`config.mk`:
```
export PLATFORM = sky130hd
export DESIGN_NAME = fiam_top
export DESIGN_NICKNAME = d
export VERILOG_FILES = /design/src/fiam_pkg.sv /design/src/fiam_if.sv /design/src/fiam_abort_capture.sv /design/src/fiam_abort_gate.sv /design/src/fiam_top.sv
export VERILOG_INCLUDE_DIRS = /design/src
export SDC_FILE = /design/constraint.sdc
export NUM_CORES = 1
export LEC_CHECK = 0
export BUFFER_PORTS_ARGS = -buffer_cell sky130_fd_sc_hd__buf_2
export CELL_PAD_IN_SITES_DETAIL_PLACEMENT = 1
export CELL_PAD_IN_SITES_GLOBAL_PLACEMENT = 1
export CORE_UTILIZATION = 41
export CTS_BUF_LIST = sky130_fd_sc_hd__clkbuf_8
export DETAILED_ROUTE_END_ITERATION = 10
export HOLD_SLACK_MARGIN = 0.06
export PLACE_DENSITY_LB_ADDON = 0.2
export SYNTH_ARGS = -nofsm -noshare
export SYNTH_HDL_FRONTEND = slang
export SYNTH_SLANG_ARGS = --single-unit
export TNS_END_PERCENT = 5
```
`constraint.sdc`:
```
create_clock -name clk_i -period 3 [get_ports clk_i]
set_clock_uncertainty 0.1 [all_clocks]
set_input_delay 0.45 -clock clk_i [delete_from_list [all_inputs] [get_ports clk_i]]
set_output_delay 0.45 -clock clk_i [all_outputs]
set_load 0.005 [all_outputs]
```
`src/fiam_consts.svh`:
```
// Purpose: addresses, reset values and bit positions of the flash abort mask block
// Assumes: 32-bit byte addresses on the register bus
// Notes:   definitions only
`ifndef FIAM_CONSTS_SVH
`define FIAM_CONSTS_SVH
// ----------------------------------------
// register byte addresses
// ----------------------------------------
`define FIAM_ADR_MASK_FIRST  32'h4000_2878
`define FIAM_ADR_MASK_SECOND 32'h4000_287C
`define FIAM_ADR_STATUS      32'h4000_2890
`define FIAM_ADR_ABORT_ADDR  32'h4000_2894
// ----------------------------------------
// reset values
// ----------------------------------------
`define FIAM_RST_MASK        16'h0000
`define FIAM_RST_ABORT_ADDR  32'h0002_0800
// ----------------------------------------
// first mask register bit positions
// ----------------------------------------
`define FIAM_B0_FAST_FILTER  15
`define FIAM_B0_SECOND_CONV  14
`define FIAM_B0_FIRST_CONV   13
`define FIAM_B0_TIMER_ONE    12
`define FIAM_B0_TIMER_ZERO   11
`define FIAM_B0_RESERVED     10
`define FIAM_B0_WATCHDOG     9
`define FIAM_B0_EXT_LOW      1
`define FIAM_B0_WAKEUP       0
// ----------------------------------------
// second mask register bit positions
// ----------------------------------------
`define FIAM_B1_DAC_DMA      15
`define FIAM_B1_I2C_MASTER_IRQ_RX_DMA  14
`define FIAM_B1_I2C_MASTER_IRQ_TX_DMA  13
`define FIAM_B1_I2C_SLAVE_IRQ_RX_DMA  12
`define FIAM_B1_I2C_SLAVE_IRQ_TX_DMA  11
`define FIAM_B1_UART_RX_DMA  10
`define FIAM_B1_UART_TX_DMA  9
`define FIAM_B1_SECOND_SERIAL_PORT_IRQ_RX_DMA  8
`define FIAM_B1_SECOND_SERIAL_PORT_IRQ_TX_DMA  7
`define FIAM_B1_DMA_FAULT    6
`define FIAM_B1_I2C_MASTER_IRQ         5
`define FIAM_B1_I2C_SLAVE_IRQ         4
`define FIAM_B1_SECOND_SERIAL_PORT_IRQ         3
`define FIAM_B1_FIRST_SERIAL_PORT_IRQ         2
`define FIAM_B1_UART         1
`define FIAM_B1_FLASH        0
// ----------------------------------------
// status register bit positions
// ----------------------------------------
`define FIAM_ST_ABORTED      0
`define FIAM_ST_WRITE        1
`define FIAM_ST_UNKNOWN      2
`endif

```
`src/fiam_pkg.sv`:
```
// Purpose: shared types and helpers of the flash abort mask block
// Assumes: nothing beyond the constants header
// Notes:   decoding used by more than one process lives here
package fiam_pkg;
	// kind of flash operation in progress
	typedef enum logic [1:0] {OP_WRITE, OP_ERASE, OP_SIGN, OP_VERIFY} fiam_op_e;
	// bus slave phases
	typedef enum logic {BUS_IDLE, BUS_ACK} fiam_bus_e;
	typedef logic [15:0] fiam_word_t;
	// word address match, byte lanes ignored
	function automatic logic fiam_hit(input logic [31:0] adr, input logic [31:0] base);
		fiam_hit = (adr[31:2] == base[31:2]);
	endfunction
	// byte-lane merge of a 16-bit register, only writable bits change
	function automatic fiam_word_t fiam_merge(input fiam_word_t old, input fiam_word_t wdat,
			input logic [1:0] sel, input fiam_word_t wr);
		fiam_word_t lane;
		lane = {{8{sel[1]}}, {8{sel[0]}}} & wr;
		fiam_merge = (old & ~lane) | (wdat & lane);
	endfunction
endpackage

```
`src/fiam_if.sv`:
```
// Purpose: carrier between register file, abort gate and capture logic
// Assumes: single clock domain
// Notes:   no clocking block
`timescale 1ns/10ps
interface fiam_if;
	logic [15:0]      mask_first;   // vectors 0..15
	logic [15:0]      mask_second;  // vectors 16..31
	logic [2:0]       stat_clr;     // write-one-clear strobes
	logic             abort_evt;    // one-cycle abort pulse
	logic [4:0]       abort_vec;    // vector that caused it
	fiam_pkg::fiam_op_e abort_op;   // operation that was hit
	logic [31:0]      abort_at;     // address at the abort
	logic [2:0]       status;       // sticky status bits
	logic [31:0]      abort_addr;   // captured write address
	modport regs (output mask_first, mask_second, stat_clr, input status, abort_addr);
	modport gate (input mask_first, mask_second, output abort_evt, abort_vec, abort_op, abort_at);
	modport cap  (input abort_evt, abort_op, abort_at, stat_clr, output status, abort_addr);
endinterface

```
`src/fiam_abort_capture.sv`:
```
// Purpose: sticky abort status and captured write address
// Assumes: abort_evt is a one-cycle pulse
// Notes:   a set in the clear cycle wins
`timescale 1ns/10ps
`include "fiam_consts.svh"
module fiam_abort_capture (
	input  wire logic clk_i,
	input  wire logic rst_i,
	fiam_if.cap       bus
);
	import fiam_pkg::*;
	logic [2:0] set; // hardware set strobes
	always_comb begin
		set = 3'h0;
		set[`FIAM_ST_ABORTED] = bus.abort_evt;
		set[`FIAM_ST_WRITE]   = bus.abort_evt && (bus.abort_op == OP_WRITE);
		// write or erase cut short: outcome cannot be known
		set[`FIAM_ST_UNKNOWN] = bus.abort_evt &&
			(bus.abort_op == OP_WRITE || bus.abort_op == OP_ERASE);
	end
	// sticky bits, set beats clear
	always_ff @(posedge clk_i) begin
		if (rst_i) begin
			bus.status <= 3'h0;
		end else begin
			bus.status <= (bus.status & ~bus.stat_clr) | set;
		end
	end
	// address of the location being written when a write is aborted
	always_ff @(posedge clk_i) begin
		if (rst_i) begin
			bus.abort_addr <= `FIAM_RST_ABORT_ADDR;
		end else if (set[`FIAM_ST_WRITE]) begin
			bus.abort_addr <= bus.abort_at;
		end
	end
endmodule

```
`src/fiam_abort_gate.sv`:
```
// Purpose: gate interrupt lines with the abort masks during a flash operation
// Assumes: interrupt lines come from logic on clk_i
// Notes:   one abort pulse per operation
`timescale 1ns/10ps
module fiam_abort_gate (
	input  wire logic              clk_i,
	input  wire logic              rst_i,
	input  wire logic [31:0]       irq_i,
	input  wire logic              busy_i,
	input  wire fiam_pkg::fiam_op_e op_i,
	input  wire logic [31:0]       addr_i,
	fiam_if.gate                   bus
);
	import fiam_pkg::*;
	logic [31:0] hits;    // enabled and pending
	logic        done_q;  // abort already raised this operation
	logic [4:0]  vec;     // lowest hit index
	// a set mask bit lets its line abort, a clear one blocks it
	assign hits = irq_i & {bus.mask_second, bus.mask_first};
	// lowest vector wins when several fire together
	always_comb begin
		vec = 5'h0;
		for (int i = 31; i >= 0; i--) begin
			if (hits[i]) begin
				vec = 5'(i);
			end
		end
	end
	// pulse once, re-arm when the operation ends
	always_ff @(posedge clk_i) begin
		if (rst_i) begin
			bus.abort_evt <= 1'b0;
			done_q        <= 1'b0;
		end else begin
			bus.abort_evt <= busy_i && !done_q && (|hits);
			done_q        <= busy_i && (done_q || (|hits));
		end
	end
	// snapshot of what was hit
	always_ff @(posedge clk_i) begin
		if (rst_i) begin
			bus.abort_vec <= 5'h0;
			bus.abort_op  <= OP_WRITE;
			bus.abort_at  <= 32'h0000_0000;
		end else if (busy_i && !done_q && (|hits)) begin
			bus.abort_vec <= vec;
			bus.abort_op  <= op_i;
			bus.abort_at  <= addr_i;
		end
	end
endmodule

```
`src/fiam_top.sv`:
```
// Purpose: flash abort mask registers with classic Wishbone access
// Assumes: all interrupt and flash inputs are on clk_i
// Notes:   16-bit registers sit in the low half of each word
//
// Chosen here: the Wishbone register port.
`timescale 1ns/10ps
`include "fiam_consts.svh"

module fiam_top #(
	parameter bit HAS_FIRST_CONVERTER = 1'b1 // variant without it: bit reserved
) (
	input  wire logic               clk_i,
	input  wire logic               rst_i,
	// ----------------------------------------
	// classic wishbone slave
	// ----------------------------------------
	input  wire logic               wb_cyc_i,
	input  wire logic               wb_stb_i,
	input  wire logic               wb_we_i,
	input  wire logic [31:0]        wb_adr_i,
	input  wire logic [3:0]         wb_sel_i,
	input  wire logic [31:0]        wb_dat_i,
	output logic      [31:0]        wb_dat_o,
	output logic                    wb_ack_o,
	// ----------------------------------------
	// sources for vectors 0..15
	// ----------------------------------------
	input  wire logic               fast_filter_irq_i,
	input  wire logic               second_converter_irq_i,
	input  wire logic               first_converter_irq_i,
	input  wire logic               general_timer_one_irq_i,
	input  wire logic               general_timer_zero_irq_i,
	input  wire logic               watchdog_irq_i,
	input  wire logic [7:0]         external_line_irq_i,
	input  wire logic               wakeup_timer_irq_i,
	// ----------------------------------------
	// sources for vectors 16..31
	// ----------------------------------------
	input  wire logic               dac_output_channel_irq_i,
	input  wire logic               i2c_master_receive_channel_irq_i,
	input  wire logic               i2c_master_transmit_channel_irq_i,
	input  wire logic               i2c_slave_receive_channel_irq_i,
	input  wire logic               i2c_slave_transmit_channel_irq_i,
	input  wire logic               uart_receive_channel_irq_i,
	input  wire logic               uart_transmit_channel_irq_i,
	input  wire logic               second_serial_port_receive_channel_irq_i,
	input  wire logic               second_serial_port_transmit_channel_irq_i,
	input  wire logic               dma_fault_irq_i,
	input  wire logic               i2c_master_irq_i,
	input  wire logic               i2c_slave_irq_i,
	input  wire logic               second_serial_port_irq_i,
	input  wire logic               first_serial_port_irq_i,
	input  wire logic               uart_irq_i,
	input  wire logic               flash_controller_irq_i,
	// ----------------------------------------
	// flash sequencer side
	// ----------------------------------------
	input  wire logic               flash_busy_i,
	input  wire fiam_pkg::fiam_op_e flash_op_i,
	input  wire logic [31:0]        flash_addr_i,
	output logic                    abort_o,
	output logic      [4:0]         abort_vector_o,
	output logic                    outcome_unknown_o
);
	import fiam_pkg::*;

	// ----------------------------------------
	// writable bit maps
	// ----------------------------------------
	// reserved bit 10 never stores; first converter bit only on full variant
	localparam fiam_word_t RES_FIRST = 16'h0001 << `FIAM_B0_RESERVED;
	localparam fiam_word_t CONV_BIT  = 16'h0001 << `FIAM_B0_FIRST_CONV;
	localparam fiam_word_t WR_FIRST  = 16'hFFFF & ~RES_FIRST &
		~(HAS_FIRST_CONVERTER ? 16'h0000 : CONV_BIT);
	// every bit of the second mask is a live enable
	localparam fiam_word_t WR_SECOND = 16'hFFFF;

	// ----------------------------------------
	// state
	// ----------------------------------------
	fiam_bus_e   bus_q;          // slave phase
	logic        we_q;           // latched direction
	logic [31:0] adr_q;          // latched address
	logic [3:0]  sel_q;          // latched lanes
	logic [31:0] wdat_q;         // latched write data
	fiam_word_t  mask_first_q;   // vectors 0..15
	fiam_word_t  mask_second_q;  // vectors 16..31
	logic [31:0] irq_vec;        // interrupt lines in vector order
	logic        take;           // new request this cycle
	logic        commit;         // write lands this edge
	logic [31:0] rdata;          // read mux

	fiam_if link ();

	// ----------------------------------------
	// vector ordering of sources
	// ----------------------------------------
	// each line sits at the bit of its mask enable, so the gate
	// only needs a plain and of lines with masks
	always_comb begin
		irq_vec = 32'h0000_0000;
		// vectors 0..15 -> first mask
		irq_vec[`FIAM_B0_FAST_FILTER] = fast_filter_irq_i;
		irq_vec[`FIAM_B0_SECOND_CONV] = second_converter_irq_i;
		irq_vec[`FIAM_B0_FIRST_CONV]  = HAS_FIRST_CONVERTER &&
			first_converter_irq_i;
		irq_vec[`FIAM_B0_TIMER_ONE]   = general_timer_one_irq_i;
		irq_vec[`FIAM_B0_TIMER_ZERO]  = general_timer_zero_irq_i;
		irq_vec[`FIAM_B0_WATCHDOG]    = watchdog_irq_i;
		// external lines 0..7 in bits 1..8, so line two is bit 3
		irq_vec[`FIAM_B0_EXT_LOW +: 8] = external_line_irq_i;
		irq_vec[`FIAM_B0_WAKEUP]      = wakeup_timer_irq_i;
		// vectors 16..31 -> second mask
		irq_vec[16 + `FIAM_B1_DAC_DMA]     = dac_output_channel_irq_i;
		irq_vec[16 + `FIAM_B1_I2C_MASTER_IRQ_RX_DMA] = i2c_master_receive_channel_irq_i;
		irq_vec[16 + `FIAM_B1_I2C_MASTER_IRQ_TX_DMA] = i2c_master_transmit_channel_irq_i;
		irq_vec[16 + `FIAM_B1_I2C_SLAVE_IRQ_RX_DMA] = i2c_slave_receive_channel_irq_i;
		irq_vec[16 + `FIAM_B1_I2C_SLAVE_IRQ_TX_DMA] = i2c_slave_transmit_channel_irq_i;
		irq_vec[16 + `FIAM_B1_UART_RX_DMA] = uart_receive_channel_irq_i;
		irq_vec[16 + `FIAM_B1_UART_TX_DMA] = uart_transmit_channel_irq_i;
		irq_vec[16 + `FIAM_B1_SECOND_SERIAL_PORT_IRQ_RX_DMA] = second_serial_port_receive_channel_irq_i;
		irq_vec[16 + `FIAM_B1_SECOND_SERIAL_PORT_IRQ_TX_DMA] = second_serial_port_transmit_channel_irq_i;
		irq_vec[16 + `FIAM_B1_DMA_FAULT]   = dma_fault_irq_i;
		irq_vec[16 + `FIAM_B1_I2C_MASTER_IRQ]        = i2c_master_irq_i;
		irq_vec[16 + `FIAM_B1_I2C_SLAVE_IRQ]        = i2c_slave_irq_i;
		irq_vec[16 + `FIAM_B1_SECOND_SERIAL_PORT_IRQ]        = second_serial_port_irq_i;
		irq_vec[16 + `FIAM_B1_FIRST_SERIAL_PORT_IRQ]        = first_serial_port_irq_i;
		irq_vec[16 + `FIAM_B1_UART]        = uart_irq_i;
		irq_vec[16 + `FIAM_B1_FLASH]       = flash_controller_irq_i;
	end

	// ----------------------------------------
	// wishbone slave phase
	// ----------------------------------------
	// a request is taken in idle, acked one cycle later, and the
	// write lands on that ack edge, when the master samples ack
	assign take   = (bus_q == BUS_IDLE) && wb_cyc_i && wb_stb_i;
	assign commit = (bus_q == BUS_ACK) && we_q;

	// phase machine, ack for exactly one cycle
	always_ff @(posedge clk_i) begin
		if (rst_i) begin
			bus_q    <= BUS_IDLE;
			wb_ack_o <= 1'b0;
		end else begin
			unique case (bus_q)
				BUS_IDLE: begin
					// wait for cyc and stb together
					if (take) begin
						bus_q    <= BUS_ACK;
						wb_ack_o <= 1'b1;
					end
				end
				BUS_ACK: begin
					// ack drops in the cycle after it was given
					bus_q    <= BUS_IDLE;
					wb_ack_o <= 1'b0;
				end
			endcase
		end
	end

	// request latch, held so the commit edge sees a stable copy
	always_ff @(posedge clk_i) begin
		if (rst_i) begin
			we_q   <= 1'b0;
			adr_q  <= 32'h0000_0000;
			sel_q  <= 4'h0;
			wdat_q <= 32'h0000_0000;
		end else if (take) begin
			we_q   <= wb_we_i;
			adr_q  <= wb_adr_i;
			sel_q  <= wb_sel_i;
			wdat_q <= wb_dat_i;
		end
	end

	// ----------------------------------------
	// read path
	// ----------------------------------------
	// unmapped addresses read zero and still ack
	always_comb begin
		rdata = 32'h0000_0000;
		if (fiam_hit(wb_adr_i, `FIAM_ADR_MASK_FIRST)) begin
			rdata[15:0] = mask_first_q;
		end else if (fiam_hit(wb_adr_i, `FIAM_ADR_MASK_SECOND)) begin
			rdata[15:0] = mask_second_q;
		end else if (fiam_hit(wb_adr_i, `FIAM_ADR_STATUS)) begin
			rdata[2:0] = link.status;
		end else if (fiam_hit(wb_adr_i, `FIAM_ADR_ABORT_ADDR)) begin
			rdata = link.abort_addr;
		end
	end

	// read data caught at the taking edge, held through the ack
	always_ff @(posedge clk_i) begin
		if (rst_i) begin
			wb_dat_o <= 32'h0000_0000;
		end else if (take) begin
			wb_dat_o <= wb_we_i ? 32'h0000_0000 : rdata;
		end
	end

	// ----------------------------------------
	// mask registers
	// ----------------------------------------
	// first mask: vectors 0..15, zero after reset so nothing aborts
	always_ff @(posedge clk_i) begin
		if (rst_i) begin
			mask_first_q <= `FIAM_RST_MASK;
		end else if (commit && fiam_hit(adr_q, `FIAM_ADR_MASK_FIRST)) begin
			// 0x0008 here leaves external line two as the sole source
			mask_first_q <= fiam_merge(mask_first_q, wdat_q[15:0],
				sel_q[1:0], WR_FIRST);
		end
	end

	// second mask: vectors 16..31
	always_ff @(posedge clk_i) begin
		if (rst_i) begin
			mask_second_q <= `FIAM_RST_MASK;
		end else if (commit && fiam_hit(adr_q, `FIAM_ADR_MASK_SECOND)) begin
			mask_second_q <= fiam_merge(mask_second_q, wdat_q[15:0],
				sel_q[1:0], WR_SECOND);
		end
	end

	// ----------------------------------------
	// status clear strobes
	// ----------------------------------------
	// write one to clear, only on the commit edge, low lane only
	always_comb begin
		link.stat_clr = 3'h0;
		if (commit && sel_q[0] && fiam_hit(adr_q, `FIAM_ADR_STATUS)) begin
			link.stat_clr = wdat_q[2:0];
		end
	end

	assign link.mask_first  = mask_first_q;
	assign link.mask_second = mask_second_q;

	// ----------------------------------------
	// abort gate and capture
	// ----------------------------------------
	// the gate fires a single pulse per operation; a second source
	// during the same operation is ignored since the flash is stopped
	fiam_abort_gate u_gate (
		.clk_i  (clk_i),
		.rst_i  (rst_i),
		.irq_i  (irq_vec),
		.busy_i (flash_busy_i),
		.op_i   (flash_op_i),
		.addr_i (flash_addr_i),
		.bus    (link.gate)
	);

	// sticky status and abort address
	fiam_abort_capture u_cap (
		.clk_i (clk_i),
		.rst_i (rst_i),
		.bus   (link.cap)
	);

	// ----------------------------------------
	// outputs, all straight from flops
	// ----------------------------------------
	assign abort_o           = link.abort_evt;
	assign abort_vector_o    = link.abort_vec;
	assign outcome_unknown_o = link.status[`FIAM_ST_UNKNOWN];
endmodule

```
Yosys cells after proc, flatten, opt, wreduce, memory -nomap -nowiden

Index checks and enable logic that the tools add are counted.

Register bits after elaboration: 193
Output and inout port bits: 40

Eq/ne operators: 9
Mux-type cells: 45
Bitwise gates (word level): 13
Reduce and logical (&&, ||, !) cells: 17

Operator list:

| cell                   | number |
|---|---|
| $eq A30 B29 Y1 const B | 7 |
| $mux W5                | 32 |
| $and A16 B16 Y16       | 4 |
| $mux W16               | 4 |
| $mux W32               | 2 |
| $and A32 B32 Y32       | 1 |
| $not A16 Y16           | 2 |
| $or A16 B16 Y16        | 2 |
| $reduce_or A32 Y1      | 1 |
| $mux W29               | 1 |
| $logic_and A1 B1 Y1    | 12 |
| $mux W3                | 2 |
| $pmux W1 S2            | 2 |
| $and A3 B3 Y3          | 1 |
| $not A3 Y3             | 1 |
| $or A3 B3 Y3           | 1 |
| $eq A2 B1 Y1 const B   | 1 |
| $logic_not A2 Y1       | 1 |
| $logic_or A1 B1 Y1     | 2 |
| $mux W1                | 2 |
| $ne A2 B2 Y1 const B   | 1 |
| $logic_not A1 Y1       | 1 |
| $not A1 Y1             | 1 |

Depth between registers and ports, before layout

Depth after elaboration: 33
Mapped depth: 9
Depth with buffers taken out: 6

Cells and area by module

From an unflattened synthesis, not the netlist that was laid out.

Cells, all modules: 994
Area total of the unflattened synthesis: 8,456.9 µm²

Modules (own cells, without submodules):

| module             | instances | cells an instance | area each (µm²) | sequential area each (µm²) |
|---|---|---|---|---|
| fiam_top           | 1         | 591               | 4,883.4         | 2,282.2 |
| fiam_abort_gate    | 1         | 252               | 1,999.4         | 820.8 |
| fiam_abort_capture | 1         | 151               | 1,574.0         | 700.7 |

Worst setup path after synthesis

OpenSTA, ideal clock, no wires.

Kind: input to register
Start: in external_line_irq_i[7]
End: reg u_gate.bus.abort_at[16]
Arrival time: 2.005 ns
Data required time: 2.830 ns
Setup slack: 0.825 ns
Cell stages on the path: 9
Path buffers: 3
Path through: a222oi_1 -> nand3_1 -> nor4_2 -> or3b_1 -> buf_4 -> buf_8 -> buf_12 -> nand2_2 -> a21oi_2

Longest elaborated chain between the ends: 3

Ends and longest elaborated chain:

| what                 | RTL line              | text |
|---|---|---|
| start, declared      | fiam_top.sv:34        | `input wire logic [7:0] external_line_irq_i,` |
| $and A32 B32 Y32     | fiam_abort_gate.sv:19 | `assign hits = irq_i & {bus.mask_second, bus.mask_first};` |
| $reduce_or A32 Y1    | fiam_abort_gate.sv:45 | `end else if (busy_i && !done_q && (\|hits)) begin` |
| $logic_and A1 B1 Y1  | fiam_abort_gate.sv:45 |  |
| end signal, assigned | fiam_abort_gate.sv:48 | `bus.abort_at <= addr_i;` |
| end, declared        | fiam_if.sv:16         | `modport gate (input mask_first, mask_second, output abort_evt, abort_vec, abort_op, abort_at);` |

Every way passes these cells.
A chain may end at the register's enable or synchronous reset.

==> summary.md <==
| Metric | Value |
|---|---|
| Most common cell in the netlist | nand2_1 |
| Final Instance Area | 0.00896 mm² |
| Netlist cell types | 52 |
| Final core occ | 0.497 |
| Antenna Violating Nets Remaining | 0 |
| Max IR drop VDD | 0.264 mV |
| CP Class | reg -> reg |
| CTS resizes | 0 |
| Antenna violations before repair | 3 |
| Final WS setup | 0.552 ns |
| Critical-path top delay cell | and3b_1 |
| Worst path cell trace | nor4_1, nand4_1, nor3_1, and3b_1, mux2i_1, nor2_1 |
| CTS Hold Bufs | 0 |
| Synth top cells by count | nand2_1, dfxtp_1, a21oi_1 |
| GP Congestion | 0.835 |
| Area Overhead vs Synth | 18.5% |
| Vias in the first global route | 6519 |
| CP required | 3.23 ns |
| Synthesized flop and latch total | 190 |
| Reg-to-reg slack, setup | 0.55 ns |
| Wire per inst | 17.0 µm |
| CTS tree | done |
| Outcome | finished, final reports clean |
| Total nets after synthesis | 1059 |
| Slew Limit Fails | 0 |
| CTS Sinks | 190 |
| Crit end category | register |
| Area share of the largest cell type after synthesis | 0.503 |
| Leading post-synthesis cells by cell area | dfxtp_1, nand2_1, a21oi_1 |
| Worst-Margin Slew | 0.926 ns |
| # diodes | 0 |
| Total CTS buffers | 17 |
| Postcts setup bufs | 0 |
| 1st-pass router iterations | 5 |
| Post-synth EDFFs | 0 |
| Total Routing Usage GR | 0.237 |
| I/O pin count | 179 |
| Hold WC Path Type | in -> reg |
| Post-Syn Area | 0.00756 mm² |
| Die height | 138 µm |
| RSZ-0062 raised after global routing | no |
| WL final | 21.9 mm |
| Core area | 0.0180 mm² |
| Synthesized instance count | 920 |
| Root buffer cell | clkbuf_8 |
| CTS H-tree lvls | 4 |
| Final hold slack | 0.106 ns |
| Die area | 0.0190 mm² |
| CP Max Fanout | 8 |
| CTS Buffer Depth | 2 |
| Slew headroom | 0.380 |
| Die W | 138 µm |
| Final hold violation count | 0 |
| Area post-placement | 0.00852 mm² |
| FFs w/ async S/R, synth | 0 |
| First-pass GRT wire length | 34.2 mm |
| Highest clock rate | 409 MHz |
| Port Buffers | 158 |
| Setup TNS | 0 ns |
| Layout cells sized above 1 | 0.217 |
| # rows | 49 |
| Starting DRT DRC Count | 475 |
| Crit path from | adr_q[14]$_SDFFE_PP0P_ |
| WP data arrival | 2.68 ns |
| Drt drc | 0 |
| Nets | 1188 |
| Ys Warns | 0 |
| Dpl ws | 0.414 ns |
| Max cap viols | 0 |
| Setup violations, final | 0 |
| Global route total overflow | 0 |
| Post-DP HPWL | 15.7 mm |
| P_leak | 3.49 nW |
| Register-to-Register Path Depth | 6 |
| Post-Place Cells | 1259 |
| Crit path launch type | register |
| FF-to-FF Start | adr_q[14]$_SDFFE_PP0P_ |
| Total power | 4.70 mW |
| DR vias | 6926 |
| Final Cycle Share | 0.816 |
| Sequential share of the synthesized area | 0.503 |
| P per Cell Area | 525 mW/mm² |
| Synthesized area per cell | 8.22 µm² |
| Final cell count without fillers | 1291 |
| Final min period | 2.45 ns |
| CP max stage delay | 0.57 ns |
| Synth area leader | dfxtp_1 |
| Initial Util | 0.420 |
| Top FF cell, synth | dfxtp_1 |
| Largest net degree at the start of global routing | 116 |
| Clk_lat worst skew | 0.47 ns |
| Clock transition at path regs | 0.11 ns |
| Vias per cell | 5.36 |
## worst max-delay path, delay by kind of cell (launching register included)
kind	cells	cell delay [ns]
simple gates	5	1.62
mux	1	0.26
flops	1	0.33
## layer usage
metal | GRT usage | share of wire
met1 | 0.307 | 0.46
met2 | 0.390 | 0.47
met3 | 0.0548 | 0.056
met4 | 0.0725 | 0.015
met5 | 0 | 0.00036
## area by class of cell
type	count	area (µm²)
clock buffer	18	248
clock inverter	14	194
fill	2319	9060
inverter	1	3.75
multi-input combinational	668	3500
sequential	190	3800
tap	229	287
timing repair buffer	171	928
## cell families after synthesis
| kind of cell | synth area share |
|---|---|
| flops | 0.503 |
| buf+inv | 0.0366 |
| mux | 0.0410 |
| simple gates | 0.232 |
| compound gates | 0.188 |
## worst min-delay path by stage
stage | from | end | slack, ns | cells after the start
2_1_floorplan | bus_q$_SDFF_PP0_ | wb_ack_o$_SDFFE_PP0P_ | 0.32 | 1
3_3_place_gp | wb_dat_o[1]$_SDFFE_PP0P_ | wb_dat_o[1]$_SDFFE_PP0P_ | 0.33 | 2
3_5_place_dp | wb_dat_o[2]$_SDFFE_PP0P_ | wb_dat_o[2]$_SDFFE_PP0P_ | 0.34 | 2
4_1_cts | wb_dat_i[12] | wdat_q[12]$_SDFFE_PP0P_ | 0.07 | 3
5_1_grt | wb_dat_i[12] | wdat_q[12]$_SDFFE_PP0P_ | 0.08 | 3
6_report | wb_dat_i[11] | wdat_q[11]$_SDFFE_PP0P_ | 0.11 | 3
## placed cells by master, fill, tap and decap left out, drive strengths merged, types with 5 or more instances in the layout
master and count:
nand2 282, dfxtp 190, buf 171, a21oi 127
nor2 59, a22oi 44, mux2i 31, o21ai 27
clkbuf 18, a22o 14, nand3 11, inv 9
nand4 7, nor4 7, nor3 6, nand2b 5
and2 5
## power breakdown
group | switching [mW] | internal, mW | total (mW) | leakage, nW
clock | 0.994 | 0.882 | 1.88 | 0.225
sequential | 0.0243 | 2.55 | 2.58 | 1.54
combinational | 0.153 | 0.0961 | 0.249 | 1.73
total | 1.17 | 3.53 | 4.70 | 3.49
No activity file was read; power rests on OpenSTA's default activity.
